**config.mk**
```make
export PLATFORM = sky130hd
export DESIGN_NAME = cir_config_index_regs
export DESIGN_NICKNAME = d
export VERILOG_FILES = /design/src/cir_pkg.sv /design/src/cir_config_index_regs.sv /design/src/cir_ready_watchdog.sv
export VERILOG_INCLUDE_DIRS = /design/src
export SDC_FILE = /design/constraint.sdc
export NUM_CORES = 1
export LEC_CHECK = 0
export BUFFER_PORTS_ARGS = -buffer_cell sky130_fd_sc_hd__buf_4
export CELL_PAD_IN_SITES_DETAIL_PLACEMENT = 1
export CELL_PAD_IN_SITES_GLOBAL_PLACEMENT = 2
export CORE_UTILIZATION = 33
export CTS_CLUSTER_DIAMETER = 80
export DETAILED_ROUTE_END_ITERATION = 8
export PLACE_DENSITY = 0.86
export RECOVER_POWER = 25
export SLEW_MARGIN = 20
export SYNTH_ARGS = -nofsm -noshare
export SYNTH_HDL_FRONTEND = slang
export SYNTH_SLANG_ARGS = --single-unit
```
**constraint.sdc**
```tcl
create_clock -name clk -period 2.7 [get_ports clk]
set_clock_uncertainty 0.05 [all_clocks]
set_input_delay 0.27 -clock clk [delete_from_list [all_inputs] [get_ports clk]]
set_output_delay 0.27 -clock clk [all_outputs]
set_load 0.05 [all_outputs]
```
**src/cir_map.svh**
```systemverilog
`ifndef CIR_MAP_SVH
`define CIR_MAP_SVH

// I/O port addresses of the index and data ports
`define CIR_INDEX_PORT      16'h0022
`define CIR_DATA_PORT       16'h0023

// Indexes of the configuration registers
`define CIR_IDX_CLK_NMI     8'h04
`define CIR_IDX_CMD_DELAY   8'h05
`define CIR_IDX_WAIT_CLK    8'h06

// Field positions, index 04H
`define CIR_B_VERSION_HI    7
`define CIR_B_VERSION_LO    6
`define CIR_B_PROC_CLK      4
`define CIR_B_PF_EN         3
`define CIR_B_TO_EN         2
`define CIR_B_PF_FLAG       1
`define CIR_B_TO_FLAG       0

// Version field value, arbitrary
`define CIR_VERSION         2'h1

// Reset values
`define CIR_RST_CLK_NMI     3'h0
`define CIR_RST_CMD_DELAY   8'h05
`define CIR_RST_WAIT_CLK    8'h00
`define CIR_RST_PORTB       4'h0

// Wait-state base counts (code 0 value) and bus-clock codes
`define CIR_WAIT_BASE_WIDE  4'h3
`define CIR_WAIT_BASE_BYTE  4'h5
`define CIR_BCLK_RESERVED   2'h2

// Ready timeout, in fast-clock cycles
`define CIR_RDY_TIMEOUT_CYC 128
`define CIR_RDY_LAST        7'(`CIR_RDY_TIMEOUT_CYC - 1)

`endif

```
**src/cir_pkg.sv**
```systemverilog
package cir_pkg;

  // Ready watchdog states
  typedef enum logic [1:0]
  {
    CIR_WD_IDLE,
    CIR_WD_SAMPLE,
    CIR_WD_WAIT
  } cir_wd_state_t;

  // One-hot register select
  typedef logic [2:0] cir_sel_t;

endpackage : cir_pkg

```
**src/cir_config_index_regs.sv**
```systemverilog
// Behaviour
// Index written to 22H, data at 23H
// Software rewrites index before each access
// Data access consumes index; stale access ignored
// Port B bits 5,4 read-only status
// Port B bits 3,2 check enables
// Port B bits 1,0 speaker data, gate
// Index 04H version read-only, bit 5 reserved
// Bit 4 selects processor clock source
// Software avoids illegal clock source pairing
// Bit 3 enables power-fail NMI
// Bit 2 enables ready-timeout NMI
// Bit 1 reports power-fail at arbitration
// Bit 0 reports ready timeout occurred
// Timeout after 128 cycles without ready
// Command delay field equals cycle count
// 05H wide, half memory delays reset 0
// 05H byte memory, I/O delays reset 1
// Delay postpones strobes in half-clock steps
// 32-bit wait codes give 3..0 waits
// 16-bit wait codes give 3..0 waits
// 8-bit wait codes give 5..2 waits
// Bits 1:0 of 06H select bus clock
// Port B needs chip-select; bits 7,6 status
// Reserved bits read zero, writes ignored
// Full reset loads defaults; warm reset keeps
`timescale 1ns/100ps
`include "cir_map.svh"

module cir_config_index_regs
  import cir_pkg::*;
(
  input  wire logic       clk,
  input  wire logic       sys_rst,
  input  wire logic       cpu_warm_rst,
  input  wire logic [15:0] io_addr,
  input  wire logic       io_wr,
  input  wire logic       io_rd,
  input  wire logic [7:0] io_wdata,
  output logic      [7:0] io_rdata,
  output logic            io_rdata_valid,
  input  wire logic       speaker_port_select,
  input  wire logic       peripheral_io_read,
  input  wire logic       peripheral_io_write,
  input  wire logic       cycle_start_strobe,
  input  wire logic       local_bus_claim,
  input  wire logic       ready_in,
  input  wire logic       power_fail_input,
  input  wire logic       timer_two_output_status,
  input  wire logic       refresh_detect_status,
  input  wire logic       parity_error_status,
  input  wire logic       channel_error_status,
  output logic            proc_clock_select,
  output logic            power_fail_nmi_enable,
  output logic            ready_timeout_nmi_enable,
  output logic            power_fail_seen_flag,
  output logic            ready_timeout_flag,
  output logic            nmi_out,
  output logic      [1:0] wide_mem_cmd_delay,
  output logic      [1:0] half_mem_cmd_delay,
  output logic      [1:0] byte_mem_cmd_delay,
  output logic      [1:0] io_cmd_delay,
  output logic      [3:0] wide_wait_bclk,
  output logic      [3:0] half_wait_bclk,
  output logic      [3:0] byte_wait_bclk,
  output logic      [1:0] bus_clk_select,
  output logic            channel_check_enable,
  output logic            parity_check_enable,
  output logic            speaker_data_bit,
  output logic            timer_two_gate
);

  // One-hot select of the indexed register; zero for foreign indexes
  function automatic cir_sel_t cir_sel_f(input logic [7:0] idx);
    cir_sel_f = {idx == `CIR_IDX_WAIT_CLK, idx == `CIR_IDX_CMD_DELAY,
                 idx == `CIR_IDX_CLK_NMI};
  endfunction : cir_sel_f

  // Wait-state code to bus clocks: (base - code) waits of two clocks
  function automatic logic [3:0] cir_wait_bclk_f(input logic [1:0] code,
                                                 input logic [3:0] base);
    cir_wait_bclk_f = 4'((base - {2'h0, code}) << 1);
  endfunction : cir_wait_bclk_f

  logic [7:0] idx_r;
  logic [7:0] idx_nxt;
  logic       idx_vld_r;
  logic       idx_vld_nxt;
  logic [2:0] clk_nmi_r;
  logic [2:0] clk_nmi_nxt;
  logic [7:0] cmd_dly_r;
  logic [7:0] cmd_dly_nxt;
  logic [7:0] wait_clk_r;
  logic [7:0] wait_clk_nxt;
  logic [3:0] portb_r;
  logic [3:0] portb_nxt;
  logic       pf_flag_r;
  logic       pf_flag_nxt;
  logic       to_flag_r;
  logic       to_flag_nxt;
  logic       nmi_r;
  logic       nmi_nxt;
  logic       pf_prev_r;
  logic [7:0] rdata_r;
  logic [7:0] rdata_nxt;
  logic       rvld_r;
  logic       rvld_nxt;
  logic       wd_timeout;
  logic       idx_wr;
  logic       data_acc;
  logic       data_wr;
  logic       data_rd;
  cir_sel_t   sel;
  logic       portb_wr;
  logic       portb_rd;
  logic       arb;
  logic [7:0] reg04_view;

  // Ready watchdog for cycles claimed by the local bus
  cir_ready_watchdog u_watchdog
  (
    .clk                (clk),
    .sys_rst            (sys_rst),
    .cycle_start_strobe (cycle_start_strobe),
    .local_bus_claim    (local_bus_claim),
    .ready_in           (ready_in),
    .timeout_pulse      (wd_timeout)
  );

  // Port decode; a data access only counts while a fresh index is held
  assign idx_wr   = io_wr && (io_addr == `CIR_INDEX_PORT);
  assign data_acc = (io_wr || io_rd) && (io_addr == `CIR_DATA_PORT);
  assign data_wr  = io_wr && (io_addr == `CIR_DATA_PORT) && idx_vld_r;
  assign data_rd  = io_rd && (io_addr == `CIR_DATA_PORT) && idx_vld_r;
  assign sel      = cir_sel_f(idx_r);
  assign portb_wr = speaker_port_select && peripheral_io_write;
  assign portb_rd = speaker_port_select && peripheral_io_read;

  // NMI arbitration on an enabled power-fail edge or an enabled timeout
  assign arb = (clk_nmi_r[`CIR_B_PF_EN - `CIR_B_TO_EN] && power_fail_input && !pf_prev_r)
            || (clk_nmi_r[`CIR_B_TO_EN - 2] && wd_timeout);

  // Read view of index 04H; bit 5 reads zero
  assign reg04_view = {`CIR_VERSION, 1'b0, clk_nmi_r, pf_flag_r, to_flag_r};

  // Index holder: loaded by the index port, consumed by any data access
  always_comb
  begin
    idx_nxt     = idx_r;
    idx_vld_nxt = idx_vld_r;
    if (idx_wr)
    begin
      idx_nxt     = io_wdata;
      idx_vld_nxt = 1'b1;
    end
    else if (data_acc || cpu_warm_rst)
      idx_vld_nxt = 1'b0;
  end

  always_ff @(posedge clk or posedge sys_rst)
  begin
    if (sys_rst)
    begin
      idx_r     <= 8'h00;
      idx_vld_r <= 1'b0;
    end
    else
    begin
      idx_r     <= idx_nxt;
      idx_vld_r <= idx_vld_nxt;
    end
  end

  // Configuration registers; warm reset leaves them alone
  always_comb
  begin
    clk_nmi_nxt  = clk_nmi_r;
    cmd_dly_nxt  = cmd_dly_r;
    wait_clk_nxt = wait_clk_r;
    portb_nxt    = portb_r;
    if (data_wr && sel[0])
      clk_nmi_nxt = io_wdata[`CIR_B_PROC_CLK:`CIR_B_TO_EN];
    if (data_wr && sel[1])
      cmd_dly_nxt = io_wdata;
    if (data_wr && sel[2])
    begin
      wait_clk_nxt[7:2] = io_wdata[7:2];
      if (io_wdata[1:0] != `CIR_BCLK_RESERVED)
        wait_clk_nxt[1:0] = io_wdata[1:0];
    end
    if (portb_wr)
      portb_nxt = io_wdata[3:0];
  end

  always_ff @(posedge clk or posedge sys_rst)
  begin
    if (sys_rst)
    begin
      clk_nmi_r  <= `CIR_RST_CLK_NMI;
      cmd_dly_r  <= `CIR_RST_CMD_DELAY;
      wait_clk_r <= `CIR_RST_WAIT_CLK;
      portb_r    <= `CIR_RST_PORTB;
    end
    else
    begin
      clk_nmi_r  <= clk_nmi_nxt;
      cmd_dly_r  <= cmd_dly_nxt;
      wait_clk_r <= wait_clk_nxt;
      portb_r    <= portb_nxt;
    end
  end

  // Status flags and NMI; a timeout landing on the clearing read still sets
  always_comb
  begin
    pf_flag_nxt = arb ? power_fail_input : pf_flag_r;
    to_flag_nxt = to_flag_r;
    if (data_rd && sel[0])
      to_flag_nxt = 1'b0;
    if (wd_timeout)
      to_flag_nxt = 1'b1;
    nmi_nxt = arb;
  end

  always_ff @(posedge clk or posedge sys_rst)
  begin
    if (sys_rst)
    begin
      pf_flag_r <= 1'b0;
      to_flag_r <= 1'b0;
      nmi_r     <= 1'b0;
      pf_prev_r <= 1'b0;
    end
    else
    begin
      pf_flag_r <= pf_flag_nxt;
      to_flag_r <= to_flag_nxt;
      nmi_r     <= nmi_nxt;
      pf_prev_r <= power_fail_input;
    end
  end

  // Read answers from the data port and from Port B
  always_comb
  begin
    rdata_nxt = rdata_r;
    rvld_nxt  = 1'b0;
    if (data_rd && (sel != 3'h0))
    begin
      rvld_nxt = 1'b1;
      case (sel)
        3'h1:    rdata_nxt = reg04_view;
        3'h2:    rdata_nxt = cmd_dly_r;
        3'h4:    rdata_nxt = wait_clk_r;
        default: rdata_nxt = 8'h00;
      endcase
    end
    else if (portb_rd)
    begin
      rvld_nxt  = 1'b1;
      rdata_nxt = {parity_error_status, channel_error_status,
                   timer_two_output_status, refresh_detect_status, portb_r};
    end
  end

  always_ff @(posedge clk or posedge sys_rst)
  begin
    if (sys_rst)
    begin
      rdata_r <= 8'h00;
      rvld_r  <= 1'b0;
    end
    else
    begin
      rdata_r <= rdata_nxt;
      rvld_r  <= rvld_nxt;
    end
  end

  // Outputs; command delays count half expansion-clock steps
  assign io_rdata                 = rdata_r;
  assign io_rdata_valid           = rvld_r;
  assign proc_clock_select        = clk_nmi_r[2];
  assign power_fail_nmi_enable    = clk_nmi_r[1];
  assign ready_timeout_nmi_enable = clk_nmi_r[0];
  assign power_fail_seen_flag     = pf_flag_r;
  assign ready_timeout_flag       = to_flag_r;
  assign nmi_out                  = nmi_r;
  assign wide_mem_cmd_delay       = cmd_dly_r[7:6];
  assign half_mem_cmd_delay       = cmd_dly_r[5:4];
  assign byte_mem_cmd_delay       = cmd_dly_r[3:2];
  assign io_cmd_delay             = cmd_dly_r[1:0];
  assign wide_wait_bclk = cir_wait_bclk_f(wait_clk_r[7:6], `CIR_WAIT_BASE_WIDE);
  assign half_wait_bclk = cir_wait_bclk_f(wait_clk_r[5:4], `CIR_WAIT_BASE_WIDE);
  assign byte_wait_bclk = cir_wait_bclk_f(wait_clk_r[3:2], `CIR_WAIT_BASE_BYTE);
  assign bus_clk_select           = wait_clk_r[1:0];
  assign channel_check_enable     = portb_r[3];
  assign parity_check_enable      = portb_r[2];
  assign speaker_data_bit         = portb_r[1];
  assign timer_two_gate           = portb_r[0];

  // Index capture
  a_index_capture: assert property (@(posedge clk) disable iff (sys_rst)
    idx_wr |=> idx_vld_r && idx_r == $past(io_wdata))
    else $error("index not captured");

  // Data access consumes the index
  a_index_consumed: assert property (@(posedge clk) disable iff (sys_rst)
    (data_acc && !idx_wr) |=> !idx_vld_r)
    else $error("index survived a data access");

  // Stale data read gives no answer
  a_stale_silent: assert property (@(posedge clk) disable iff (sys_rst)
    (io_rd && io_addr == `CIR_DATA_PORT && !idx_vld_r && !portb_rd) |=> !io_rdata_valid)
    else $error("stale read answered");

  // Port B read returns live status in bits 7 and 5
  a_portb_status: assert property (@(posedge clk) disable iff (sys_rst)
    (portb_rd && !data_rd) |=> io_rdata_valid
      && io_rdata[5] == $past(timer_two_output_status)
      && io_rdata[7] == $past(parity_error_status))
    else $error("port B status wrong");

  // Port B write reaches the four control outputs
  a_portb_write: assert property (@(posedge clk) disable iff (sys_rst)
    portb_wr |=> {channel_check_enable, parity_check_enable, speaker_data_bit,
                  timer_two_gate} == $past(io_wdata[3:0]))
    else $error("port B write lost");

  // Reserved bus clock code is ignored
  a_reserved_clock: assert property (@(posedge clk) disable iff (sys_rst)
    (data_wr && sel[2] && io_wdata[1:0] == `CIR_BCLK_RESERVED)
      |=> bus_clk_select == $past(bus_clk_select) && bus_clk_select != `CIR_BCLK_RESERVED)
    else $error("reserved clock code taken");

  // Byte wait code maps to twice (5 - code) bus clocks
  a_byte_waits: assert property (@(posedge clk) disable iff (sys_rst)
    (data_wr && sel[2]) |=> byte_wait_bclk == 4'((4'h5 - {2'h0, $past(io_wdata[3:2])}) * 2))
    else $error("byte wait decode wrong");

  // Enabled timeout raises NMI and flag next cycle
  a_timeout_nmi: assert property (@(posedge clk) disable iff (sys_rst)
    (wd_timeout && ready_timeout_nmi_enable) |=> nmi_out && ready_timeout_flag)
    else $error("timeout NMI missing");

  // Power-fail seen flag follows the pin at arbitration
  a_pf_capture: assert property (@(posedge clk) disable iff (sys_rst)
    arb |=> nmi_out && power_fail_seen_flag == $past(power_fail_input))
    else $error("power-fail flag wrong");

  // Warm reset leaves configuration untouched
  a_warm_keep: assert property (@(posedge clk) disable iff (sys_rst)
    (cpu_warm_rst && !data_wr && !portb_wr) |=> $stable(cmd_dly_r) && $stable(wait_clk_r)
      && $stable(clk_nmi_r))
    else $error("warm reset changed configuration");

  c_reg04_read: cover property (@(posedge clk) disable iff (sys_rst) data_rd && sel[0]);
  c_portb_write: cover property (@(posedge clk) disable iff (sys_rst) portb_wr);
  c_nmi_raised: cover property (@(posedge clk) disable iff (sys_rst) nmi_out);
  c_stale_access: cover property (@(posedge clk) disable iff (sys_rst)
    data_acc && !idx_vld_r);

endmodule : cir_config_index_regs

```
**src/cir_ready_watchdog.sv**
```systemverilog
`timescale 1ns/100ps
`include "cir_map.svh"

module cir_ready_watchdog
  import cir_pkg::*;
(
  input  wire logic clk,
  input  wire logic sys_rst,
  input  wire logic cycle_start_strobe,
  input  wire logic local_bus_claim,
  input  wire logic ready_in,
  output logic      timeout_pulse
);

  cir_wd_state_t state_r;
  cir_wd_state_t state_nxt;
  logic [6:0]    cnt_r;
  logic [6:0]    cnt_nxt;
  logic          pulse_r;
  logic          pulse_nxt;

  // Claim is sampled one cycle after the cycle start, then ready is awaited
  always_comb
  begin
    state_nxt = state_r;
    cnt_nxt   = cnt_r;
    pulse_nxt = 1'b0;
    case (state_r)
      CIR_WD_IDLE:
      begin
        if (cycle_start_strobe)
          state_nxt = CIR_WD_SAMPLE;
      end
      CIR_WD_SAMPLE:
      begin
        cnt_nxt   = 7'h00;
        state_nxt = (local_bus_claim && !ready_in) ? CIR_WD_WAIT : CIR_WD_IDLE;
      end
      CIR_WD_WAIT:
      begin
        if (ready_in)
          state_nxt = CIR_WD_IDLE;
        else if (cnt_r == `CIR_RDY_LAST)
        begin
          pulse_nxt = 1'b1;
          state_nxt = CIR_WD_IDLE;
        end
        else
          cnt_nxt = cnt_r + 7'h01;
      end
      default:
        state_nxt = CIR_WD_IDLE;
    endcase
  end

  // State registers
  always_ff @(posedge clk or posedge sys_rst)
  begin
    if (sys_rst)
    begin
      state_r <= CIR_WD_IDLE;
      cnt_r   <= 7'h00;
      pulse_r <= 1'b0;
    end
    else
    begin
      state_r <= state_nxt;
      cnt_r   <= cnt_nxt;
      pulse_r <= pulse_nxt;
    end
  end

  assign timeout_pulse = pulse_r;

  // Timeout only after the full count without ready
  a_timeout_full_count: assert property (@(posedge clk) disable iff (sys_rst)
    pulse_r |-> $past(cnt_r) == `CIR_RDY_LAST && !$past(ready_in))
    else $error("timeout raised before full count");

  // Ready during the wait ends it quietly
  a_ready_ends_wait: assert property (@(posedge clk) disable iff (sys_rst)
    (state_r == CIR_WD_WAIT && ready_in) |=> state_r == CIR_WD_IDLE && !pulse_r)
    else $error("ready did not end the wait");

  c_timeout_seen: cover property (@(posedge clk) disable iff (sys_rst) pulse_r);

endmodule : cir_ready_watchdog

```
After elaboration in Yosys (flattened, before gate mapping)

Cells that the tools add are included.

Bits in registers: 55
Input bits: 40
Output and inout bits: 41
Word-level logic and storage cells: 87

Add/sub/neg operators: 4
Equal/unequal tests: 16
Mux-type cells: 20
Reductions and logical operators: 31

Operators with widths:

| cell                                                              | count |
|---|---|
| 16-bit by 6-bit == test with 1-bit output, second input constant  | 2 |
| 8-bit by 3-bit == test with 1-bit output, second input constant   | 3 |
| 8-bit case mux with 3 select lines                                | 1 |
| 1-bit logical AND                                                 | 17 |
| 8-bit two-way mux                                                 | 2 |
| 7-bit two-way mux                                                 | 2 |
| 7-bit case mux with 2 select lines                                | 1 |
| 1-bit two-way mux                                                 | 9 |
| 2-bit two-way mux                                                 | 4 |
| 2-bit != test, second input constant                              | 4 |
| 2-bit nonzero test                                                | 4 |
| 7-bit by 1-bit adder with 7-bit output, second input constant     | 1 |
| 7-bit == test, second input constant                              | 1 |
| 2-bit case mux with 3 select lines                                | 1 |
| 2-bit by 2-bit subtractor with 3-bit output, first input constant | 2 |
| 2-bit AND reduction                                               | 2 |
| 3-bit by 1-bit == test with 1-bit output, second input constant   | 1 |
| 3-bit by 2-bit == test with 1-bit output, second input constant   | 1 |
| 3-bit == test, second input constant                              | 1 |
| 1-bit logical OR                                                  | 3 |
| 3-bit by 2-bit != test with 1-bit output, second input constant   | 1 |
| 3-bit AND reduction                                               | 1 |
| 3-bit nonzero test                                                | 1 |
| 3-bit by 2-bit subtractor with 3-bit output, first input constant | 1 |
| 4 further kinds                                                   | 5 |

Longest topological paths before layout

Gate-level depths: netlist (run 1).

Depth after elaboration: 6
Depth in mapped cells: 5
Mapped depth without buffers: 5

Hierarchy

Synthesis (run 1) repeated with hierarchy kept, for this count alone.

Cells, all modules: 243
Area total of the unflattened synthesis: 2862.7 sq um

Modules (own cells, without submodules):

| module                | times used | cells an instance | area an instance (sq um) | sequential area each (sq um) |
|---|---|---|---|---|
| cir_config_index_regs | 1          | 188               | 2293.4                   | 1128.6 |
| cir_ready_watchdog    | 1          | 55                | 569.3                    | 250.2 |

Worst setup path before layout (run 1)

OpenSTA, ideal clock, no wires.

Path type: in2reg
Start: input port io_addr[6]
End: register idx_r[0]
Library setup time: 0.125 ns
Arrival: 1.916 ns
Data required time: 2.525 ns
Path slack: 0.609 ns
Stages on the path: 4
Path buffers: 0
Cells stage by stage: or4_1 -> or4_4 -> nor2_8 -> mux2_2

Word-level cells in the longest chain between the ends: 2

RTL lines:

| element                                             | line                         | text |
|---|---|---|
| start: declaration                                  | cir_config_index_regs.sv:36  | `input wire logic [15:0] io_addr,` |
| 16-bit by 6-bit == test with 1-bit output (no line) | --                           |  |
| 1-bit logical AND                                   | cir_config_index_regs.sv:131 | `` assign idx_wr = io_wr && (io_addr == `CIR_INDEX_PORT); `` |
| end signal: assignment                              | cir_config_index_regs.sv:169 | `idx_r <= idx_nxt;` |
| end: declaration                                    | cir_config_index_regs.sv:85  | `logic [7:0] idx_r;` |

Every way passes these cells.
A chain may end at the register's enable or synchronous reset.

Final worst setup path (run 1)

Start: register idx_r[3]
End: register rdata_r[3] (netlist: io_rdata[3])

Word-level cells in the longest chain between the ends: 4
Elaborated cells between the ends (all ways): 11
Those cells by class: 6 x eq/ne; 2 x mux; 3 x reduce/logical

RTL lines:

| element                                                                        | line                                                       | text |
|---|---|---|
| 8-bit by 3-bit == test with 1-bit output (no line)                             | --                                                         |  |
| 3-bit == test, or another cell as far along                                    | cir_config_index_regs.sv:251                               | `case (sel)` |
| 8-bit case mux with 3 select lines / 1-bit logical AND (equally long branches) | cir_config_index_regs.sv:251, cir_config_index_regs.sv:248 |  |
| 8-bit two-way mux / 2-bit nonzero test (equally long branches)                 | --                                                         |  |
| end signal: assignment                                                         | cir_config_index_regs.sv:275                               | `rdata_r <= rdata_nxt;` |
| end: declaration                                                               | cir_config_index_regs.sv:104                               | `logic [7:0] rdata_r;` |

Several ways; a longest one is shown, not always the timed one.

==> results.txt, run 1 <==
- Most frequent cells after synthesis: sky130_fd_sc_hd__dfrtp_1 (53), sky130_fd_sc_hd__mux2_2 (30), sky130_fd_sc_hd__mux2i_1 (23)
* Warning count from the yosys run: 0
* Power density over the cells: 505 nW/µm²
- Data arrival, critical path: 2.45 ns
* Fmax: 440 MHz
- In this run the worst path has a maximum fanout of 9.
* Die ar.: 8700 µm²
- Setup violations remaining at the end of the flow were counted as 0.
- Count of unresolved DRC violations after routing: 0
- Max-cap violations in this run came to 0.
- Dominant cell type by area after synthesis: sky130_fd_sc_hd__dfrtp_1
- Remaining antenna violation count: 0
* Iter 0 DRT Violations: 33
* Global-route wire length before repair: 10.9 mm
- Overall die height: 93.3 µm
- Standard-cell row count: 32
- Flip-flop and latch area: 1380 µm²
* Total cell area at the placement stage: 3410 µm²
- Clock sink total: 55
* Clock Root Buffer: sky130_fd_sc_hd__clkbuf_8
- The wire-length estimate of the detail-placed layout is 5.28 mm.
- Skew-Pair Late Insertion Delay: 0.31 ns
- STA classifies the critical path startpoint as a flop.
- The analysis attributes to cell leakage a power of 1.65 nW.
- Worst slew margin: 35.0%
- Total negative setup slack: 0 ns
- Critical Path RT: 2.87 ns
- The floorplan step set the die width to 93.3 µm.
- Mean cell area of the mapped netlist: 12.0 µm²
- Final standard cell count with taps included and fillers excluded: 410
- Overflow after GRT: 0
* Part of the total power dissipated in combinational logic: 19.1%
* FILL cells: 879
- Count of hold buffers inserted by post-cts repair: 1
* Routed WL per cell: 16.4 µm
- At the pin with the least slew margin, the transition time is 0.975 ns.
- RSZ-0062 raised after global routing: no
* Detail-routed via count per cell: 5.02
- The final count of pins violating max slew is 0.
- The number of hold-slack violations in the final timing report is 0.
* Share of layout cells above drive strength 1: 39.9%
* Setup Fix Bufs, Post-CTS: 0
- Along the worst hold path, the cell count comes to 1.
- Result of the run: completed
- Clock-pin slew was measured on the worst setup and hold paths at 0.10 ns.
- Path category of the worst min-delay check: in -> reg
* Proportion of power drawn by the clock network: 30.3%
- Post-Syn Instances: 229
- TritonCTS created 5 clock buffers.
* Endpoint of the worst hold path: pf_prev_r
- Net switching is 29.1% of the power.
- Antenna violations before repair: 0
- Internal power comes to 1.25 mW.
* Number of buffer cells added on primary ports: 75
- Hold slack final: 0.0496 ns
- Via count: 2060
- Startpoint of the lowest-slack register-to-register path: idx_r[3]
- Vias in the first global route: 2157
* Clock tree from TritonCTS: done
- Signed area change from the synthesized netlist to the final layout: 27.2%
* Area of combinational cells with multiple inputs: 1260 µm²
- Initial core utilization: 34.9%
- Of the synthesized area, sequential elements account for 50.1%.
* Floorplan core area: 7890 µm²
- Routability congestion estimate: 0.812
- Number of H-tree levels: 2
- The most used flip-flop cell after synthesis is sky130_fd_sc_hd__dfrtp_1.
- In this run, flip-flops and latches consume 50.6% of the power.
- Worst-case register-to-register setup slack: 0.43 ns
- Antenna fix cells: 0
* Crit end category: flop
* Portion of synthesized cell area occupied by the leading cell type: 48.2%
- The clock passes through at most 2 buffers.
* Largest vdd supply drop: 0.249 mV
* Crit Reg-Reg Endpoint: io_rdata[3]
- Count of flip-flops with a built-in enable after synthesis: 0
* Worst min-delay path startpoint: power_fail_input
- Global routing used 16.3% of the available tracks.
- Counting distinct cell types in the post-synthesis netlist gives 47.
- After the last flow step, the layout net total stands at 348.
* Mapped cell area: 2750 µm²
* Cell with the most instances after synthesis: sky130_fd_sc_hd__dfrtp_1
* Number of gates given a new drive strength after cts: 0
- Once placement completed, the tool counted placed cells totaling 401.
* Top-Level Pins: 81
* Count of state elements after synthesis: 55
* Final period demand of the worst path: 2.27 ns
- Final Cell Area: 3500 µm²
* Wire length after detailed routing: 6.74 mm
* Period utilization: 84.1%
- Switching power: 0.514 mW
* Fraction of registers with async set or reset after synthesis: 100%
- After synthesis, the cell types taking the most area are sky130_fd_sc_hd__dfrtp_1 (48%), sky130_fd_sc_hd__mux2_2 (12%), sky130_fd_sc_hd__mux2i_1 (8.4%), sky130_fd_sc_hd__buf_4 (2.5%), sky130_fd_sc_hd__nand2_1 (2.5%).
* Category of the critical setup timing path: reg -> reg
- R2R depth: 4
- Entering global routing, the biggest net connects 26 pins.
- The first detailed-routing pass took 4 iterations.
layout make-up:
type	instances	share of cell area, %
repair buffers	82	16.8
flip-flops and latches	55	39.4
multi-input cells	154	36.1
clock inverters	1	0.859
clock buffers	7	2.18
inverters	9	0.966
well taps	102	3.65
worst max-delay path by stage:
stage,start,end,slack [ns],cells after the start
6_report,idx_r[3],io_rdata[3],0.43,4
3_3_place_gp,io_addr[6],idx_r[2],0.43,5
3_5_place_dp,io_addr[6],idx_r[0],0.42,5
4_1_cts,idx_r[3],io_rdata[3],0.40,4
2_1_floorplan,io_addr[6],idx_r[0],0.61,4
5_1_grt,idx_r[3],io_rdata[3],0.28,4
placed cells by master, fill, tap and decap left out, types with 3 or more instances in the layout:
cell / Yosys / final
sky130_fd_sc_hd__inv_1: 9 / 9
sky130_fd_sc_hd__nor3b_1: 3 / 3
sky130_fd_sc_hd__mux2i_1: 23 / 23
sky130_fd_sc_hd__a21oi_1: 4 / 4
sky130_fd_sc_hd__nor3_1: 3 / 3
sky130_fd_sc_hd__o2bb2ai_1: 5 / 5
sky130_fd_sc_hd__clkbuf_1: 6 / 10
sky130_fd_sc_hd__clkbuf_8: 0 / 5
sky130_fd_sc_hd__nor2_1: 7 / 7
sky130_fd_sc_hd__a21o_1: 3 / 3
sky130_fd_sc_hd__a22o_1: 3 / 3
sky130_fd_sc_hd__nor4_1: 3 / 3
sky130_fd_sc_hd__nand3_1: 4 / 4
sky130_fd_sc_hd__nor2b_1: 4 / 4
sky130_fd_sc_hd__o21ai_0: 4 / 4
sky130_fd_sc_hd__mux2_2: 30 / 30
sky130_fd_sc_hd__buf_4: 9 / 72
sky130_fd_sc_hd__dfrtp_1: 53 / 53
sky130_fd_sc_hd__nand2_1: 18 / 18
sky130_fd_sc_hd__nand4_1: 3 / 3
sky130_fd_sc_hd__conb_1: 1 / 5
power by group through the flow:
stage / Combinational [mW] / Clock, mW / Sequential, mW
floorplan: 0.102 / 0 / 1.03
global placement: 0.349 / 0 / 0.907
detailed placement: 0.354 / 0 / 0.910
CTS: 0.355 / 0.560 / 0.894
global route: 0.359 / 0.585 / 0.899
finish: 0.337 / 0.535 / 0.893
logic make-up (layout without fill, tap and decap cells):
group | count (synthesis) | in the layout | share of synthesized area [%]
other cells | 1 | 5 | 0.136
compound gates | 28 | 28 | 7.37
xor+xnor | 1 | 1 | 0.319
mux | 53 | 53 | 20.7
flops | 55 | 55 | 50.1
simple gates | 66 | 66 | 16.4
buf+inv | 24 | 99 | 4.50
fa+ha+maj | 1 | 1 | 0.455
per-stage QoR:
step / utilization, % / total power, mW / setup WS (ns)
2_1_floorplan: - / 1.13 / 0.609
3_3_place_gp: 43.2 / 1.26 / 0.429
3_5_place_dp: 43.2 / 1.26 / 0.418
4_1_cts: 44.7 / 1.81 / 0.396
5_1_grt: 44.3 / 1.84 / 0.277
6_report: 44.3 / 1.77 / 0.428
registers in the layout, summed over array words and instances, names as in the netlist, 2 cells and up:
name	flops
u_watchdog.cnt_r	7
wait_clk_r	8
clk_nmi_r	3
u_watchdog.state_r	2
io_rdata	8
portb_r	4
cmd_dly_r	8
idx_r	8
routing by layer:
layer / track usage (%) / part of all wire [%] / vias to the layer above
met3: 2.93 / 4.1 / 5
met5: 0 / 0 / -
li1: - / - / 979
met1: 20.4 / 44 / 1032
met2: 28.5 / 51 / 44
met4: 5.00 / 1.2 / 0
critical path, stage by stage (launching register included):
cell                      delay (ns)
sky130_fd_sc_hd__dfrtp_1        0.39
sky130_fd_sc_hd__or4b_1         0.59
sky130_fd_sc_hd__nor4_4         0.31
sky130_fd_sc_hd__and4_1         0.58
sky130_fd_sc_hd__mux2i_1        0.27
(Power assumes the default switching activity.)
==> run 2: changes to the inputs <==
==> constraint.sdc (replaced) <==
create_clock -name clk -period 2.1 [get_ports clk]
set_clock_uncertainty 0.05 [all_clocks]
set_input_delay 0.21 -clock clk [delete_from_list [all_inputs] [get_ports clk]]
set_output_delay 0.21 -clock clk [all_outputs]
set_load 0.05 [all_outputs]
==> run 2 against run 1 <==
  * Sequential share of layout area decreased by 1.6 points
  * Final area up 4.1%
  * Clock-buffer cell count fell by 2
  * Combinational power rose by 37%
  * Maximum frequency grew 14%
  * Flip-flop and latch count did not move
  * Total power rose by 32%
  * Worst hold slack improved by 0.0033 ns
  * Critical endpoint is now io_rdata[7]
==> results.txt, run 2 (synthesized netlist as in run 1, its figures left out) <==
* Top-Level Pins: 81
* Detail-routed via count per cell: 5.09
- The internal portion of the total power is 1.64 mW.
- Largest vdd supply drop: 0.253 mV
* Die ar.: 8700 µm²
- The number of global-route vias before repair was 2250.
- For the pin with the worst max-slew slack, the measured transition is 1.36 ns.
* Final-report hold violation count: 0
- Clock tree from TritonCTS: done
- CP max stage delay: 0.57 ns
- Setup slack on the worst reg-to-reg path comes out at 0.11 ns.
- Sequential power share: 49.1%
- For this block, the initial DRC count from the detailed router was 72.
- After detailed routing, the average wire length per cell comes to 16.8 µm.
- Setup violations remaining at the end of the flow were counted as 0.
- Summing over every cut layer, the via total after detailed routing is 2134.
- Standard-cell row count: 32
- Crit end category: flop
* HPWL reported at the end of detailed placement: 5.38 mm
* Max-cap viol count: 0
* Number of buffer cells added on primary ports: 75
- Leaving out fill and tap cells, the most frequent cell in the layout is sky130_fd_sc_hd__buf_4.
- In this run the deepest clock path goes through 2 buffers.
- Clock Root Buffer: sky130_fd_sc_hd__clkbuf_8
* Count of unresolved DRC violations after routing: 0
- Pre-Repair DR Iteration Count: 4
- Once detail routing completed, the nets flagged for antenna violations numbered 0.
- The critical path ends at io_rdata[7].
* Pins over their slew limit: 0
* FILL cells: 855
- The worst register-to-register path has a depth of 6.
- The count of cells in the finished layout, fillers not included, comes to 419.
* Switching fraction of total power: 29.8%
* Clock buffer count from CTS: 5
- Fmax: 501 MHz
* Most used cells in the layout excluding fill and tap cells: sky130_fd_sc_hd__buf_4 (86), sky130_fd_sc_hd__dfrtp_1 (53), sky130_fd_sc_hd__mux2_2 (29), sky130_fd_sc_hd__mux2i_1 (22), sky130_fd_sc_hd__nand2_1 (18)
- Antenna violations before repair: 0
* Path category of the worst min-delay check: in -> reg
* Number of H-tree levels: 2
- The repair_antennas step left the layout with diodes totalling 0.
* Crit Reg-Reg Endpoint: io_rdata[7]
- Tracing the worst setup path back leads to its startpoint at idx_r[3].
- Share of layout cells above drive strength 1: 45.7%
- Worst min-delay path startpoint: peripheral_io_read
* Crit-path cells: or4b_4 -> nor4_4 -> buf_6 -> and4_4 -> buf_12 -> mux2i_2
* All-Layer GR Usage: 16.7%
* Cell with the biggest individual delay on the critical path: sky130_fd_sc_hd__or4b_4
* Overall die height: 93.3 µm
* Routability congestion estimate: 0.811
* Width of the die: 93.3 µm
- Result of the run: completed
- The net count of the finished layout is 357.
- Wire length after detailed routing: 7.05 mm
- Initial core utilization: 34.9%
- Worst slew margin: 9.61%
* Hold slack final: 0.0529 ns
- Part of the total power dissipated in combinational logic: 19.9%
- Data on the critical path is required at its endpoint by 2.28 ns.
- Maximum number of pins on one net before global-route repair: 56
- Power density over the cells: 640 nW/µm²
* Kind of start point of the critical path: flop
- Clock-pin slew reported for the worst setup and hold paths after clock tree synthesis: 0.11 ns
* Final period demand of the worst path: 1.99 ns
* Floorplan core area: 7890 µm²
- Proportion of power drawn by the clock network: 31.0%
- Setup repair after global routing left no endpoint under its margin.
* Skew-Pair Late Insertion Delay: 0.31 ns
* Switching power: 0.694 mW
- Data arrival, critical path: 2.18 ns
- Once placement completed, the tool counted placed cells totaling 409.
* Biggest fanout along the worst timing path: 9
- Overflow after GRT: 0
- Clock sink total: 55
* Period utilization: 95.0%
* Startpoint of the lowest-slack register-to-register path: idx_r[3]
- Leakage: 1.74 nW
* Global-route wire length before repair: 11.2 mm
- Compared with the post-synthesis result, the final layout area differs by 32.4%.
* Category of the critical setup timing path: reg -> reg
[run 2: final cells by class]
type                            count  area (µm²)  share of cell area, %
Tap cell                          102         128                   3.51
Inverter                            9        33.8                  0.928
Multi-Input combinational cell    154        1280                   35.3
Clock buffer                        5        68.8                   1.89
Timing Repair Buffer               91         699                   19.2
Sequential cell                    55        1380                   37.9
Clock inverter                      3        47.5                   1.31
[run 2: repair_timing]
action	CTS	global route
buffers inserted	1	0
resized for setup	4	2
gates cloned	0	0
setup endpoints to repair	22	18
pin swaps	1	1
hold buffers	1	0
endpoints found under the hold margin	1	0
[run 2: through the flow]
step / TNS, ns / worst slack, ns / util, % / total power, mW / area (µm²)
floorplan: 0 / 0.0483 / - / 1.45 / 2770
finish: 0 / 0.106 / 46.2 / 2.33 / 3640
global route: 0 / 0.0381 / 46.2 / 2.44 / 3640
detailed placement: -1.47 / -0.123 / 44.2 / 1.63 / 3480
global placement: -0.702 / -0.0770 / 44.2 / 1.62 / 3480
CTS: 0 / 0.00457 / 46.1 / 2.36 / 3640
[run 2: worst min path at each step]
stage	end	slack, ns	depth (start not counted)
2_1_floorplan	pf_prev_r	0.19	0
3_3_place_gp	pf_prev_r	0.29	1
3_5_place_dp	pf_prev_r	0.29	1
4_1_cts	clk_nmi_r[2]	0.05	3
5_1_grt	io_rdata_valid	0.04	2
6_report	io_rdata_valid	0.05	2
[run 2: layer usage]
metal  wire length [µm]  global-route usage (%)
met1               2860                    19.5
met2               3880                    31.4
met3                218                    2.36
met4                 84                    5.00
met5                  0                       0
[run 2: power by group through the flow]
stage               Sequential (mW)  Combinational [mW]  Clock (mW)
finish                         1.14               0.463       0.723
global route                   1.15               0.491       0.794
CTS                            1.14               0.468       0.746
detailed placement             1.17               0.465           0
global placement               1.16               0.455           0
floorplan                      1.32               0.131           0
[run 2: worst max-delay path: cells and delay by family, from the launching register on]
family | cells | cell delay [ns]
buffers and inverters | 2 | 0.31
and+or+nand+nor | 3 | 0.98
DFF | 1 | 0.40
muxes | 1 | 0.19
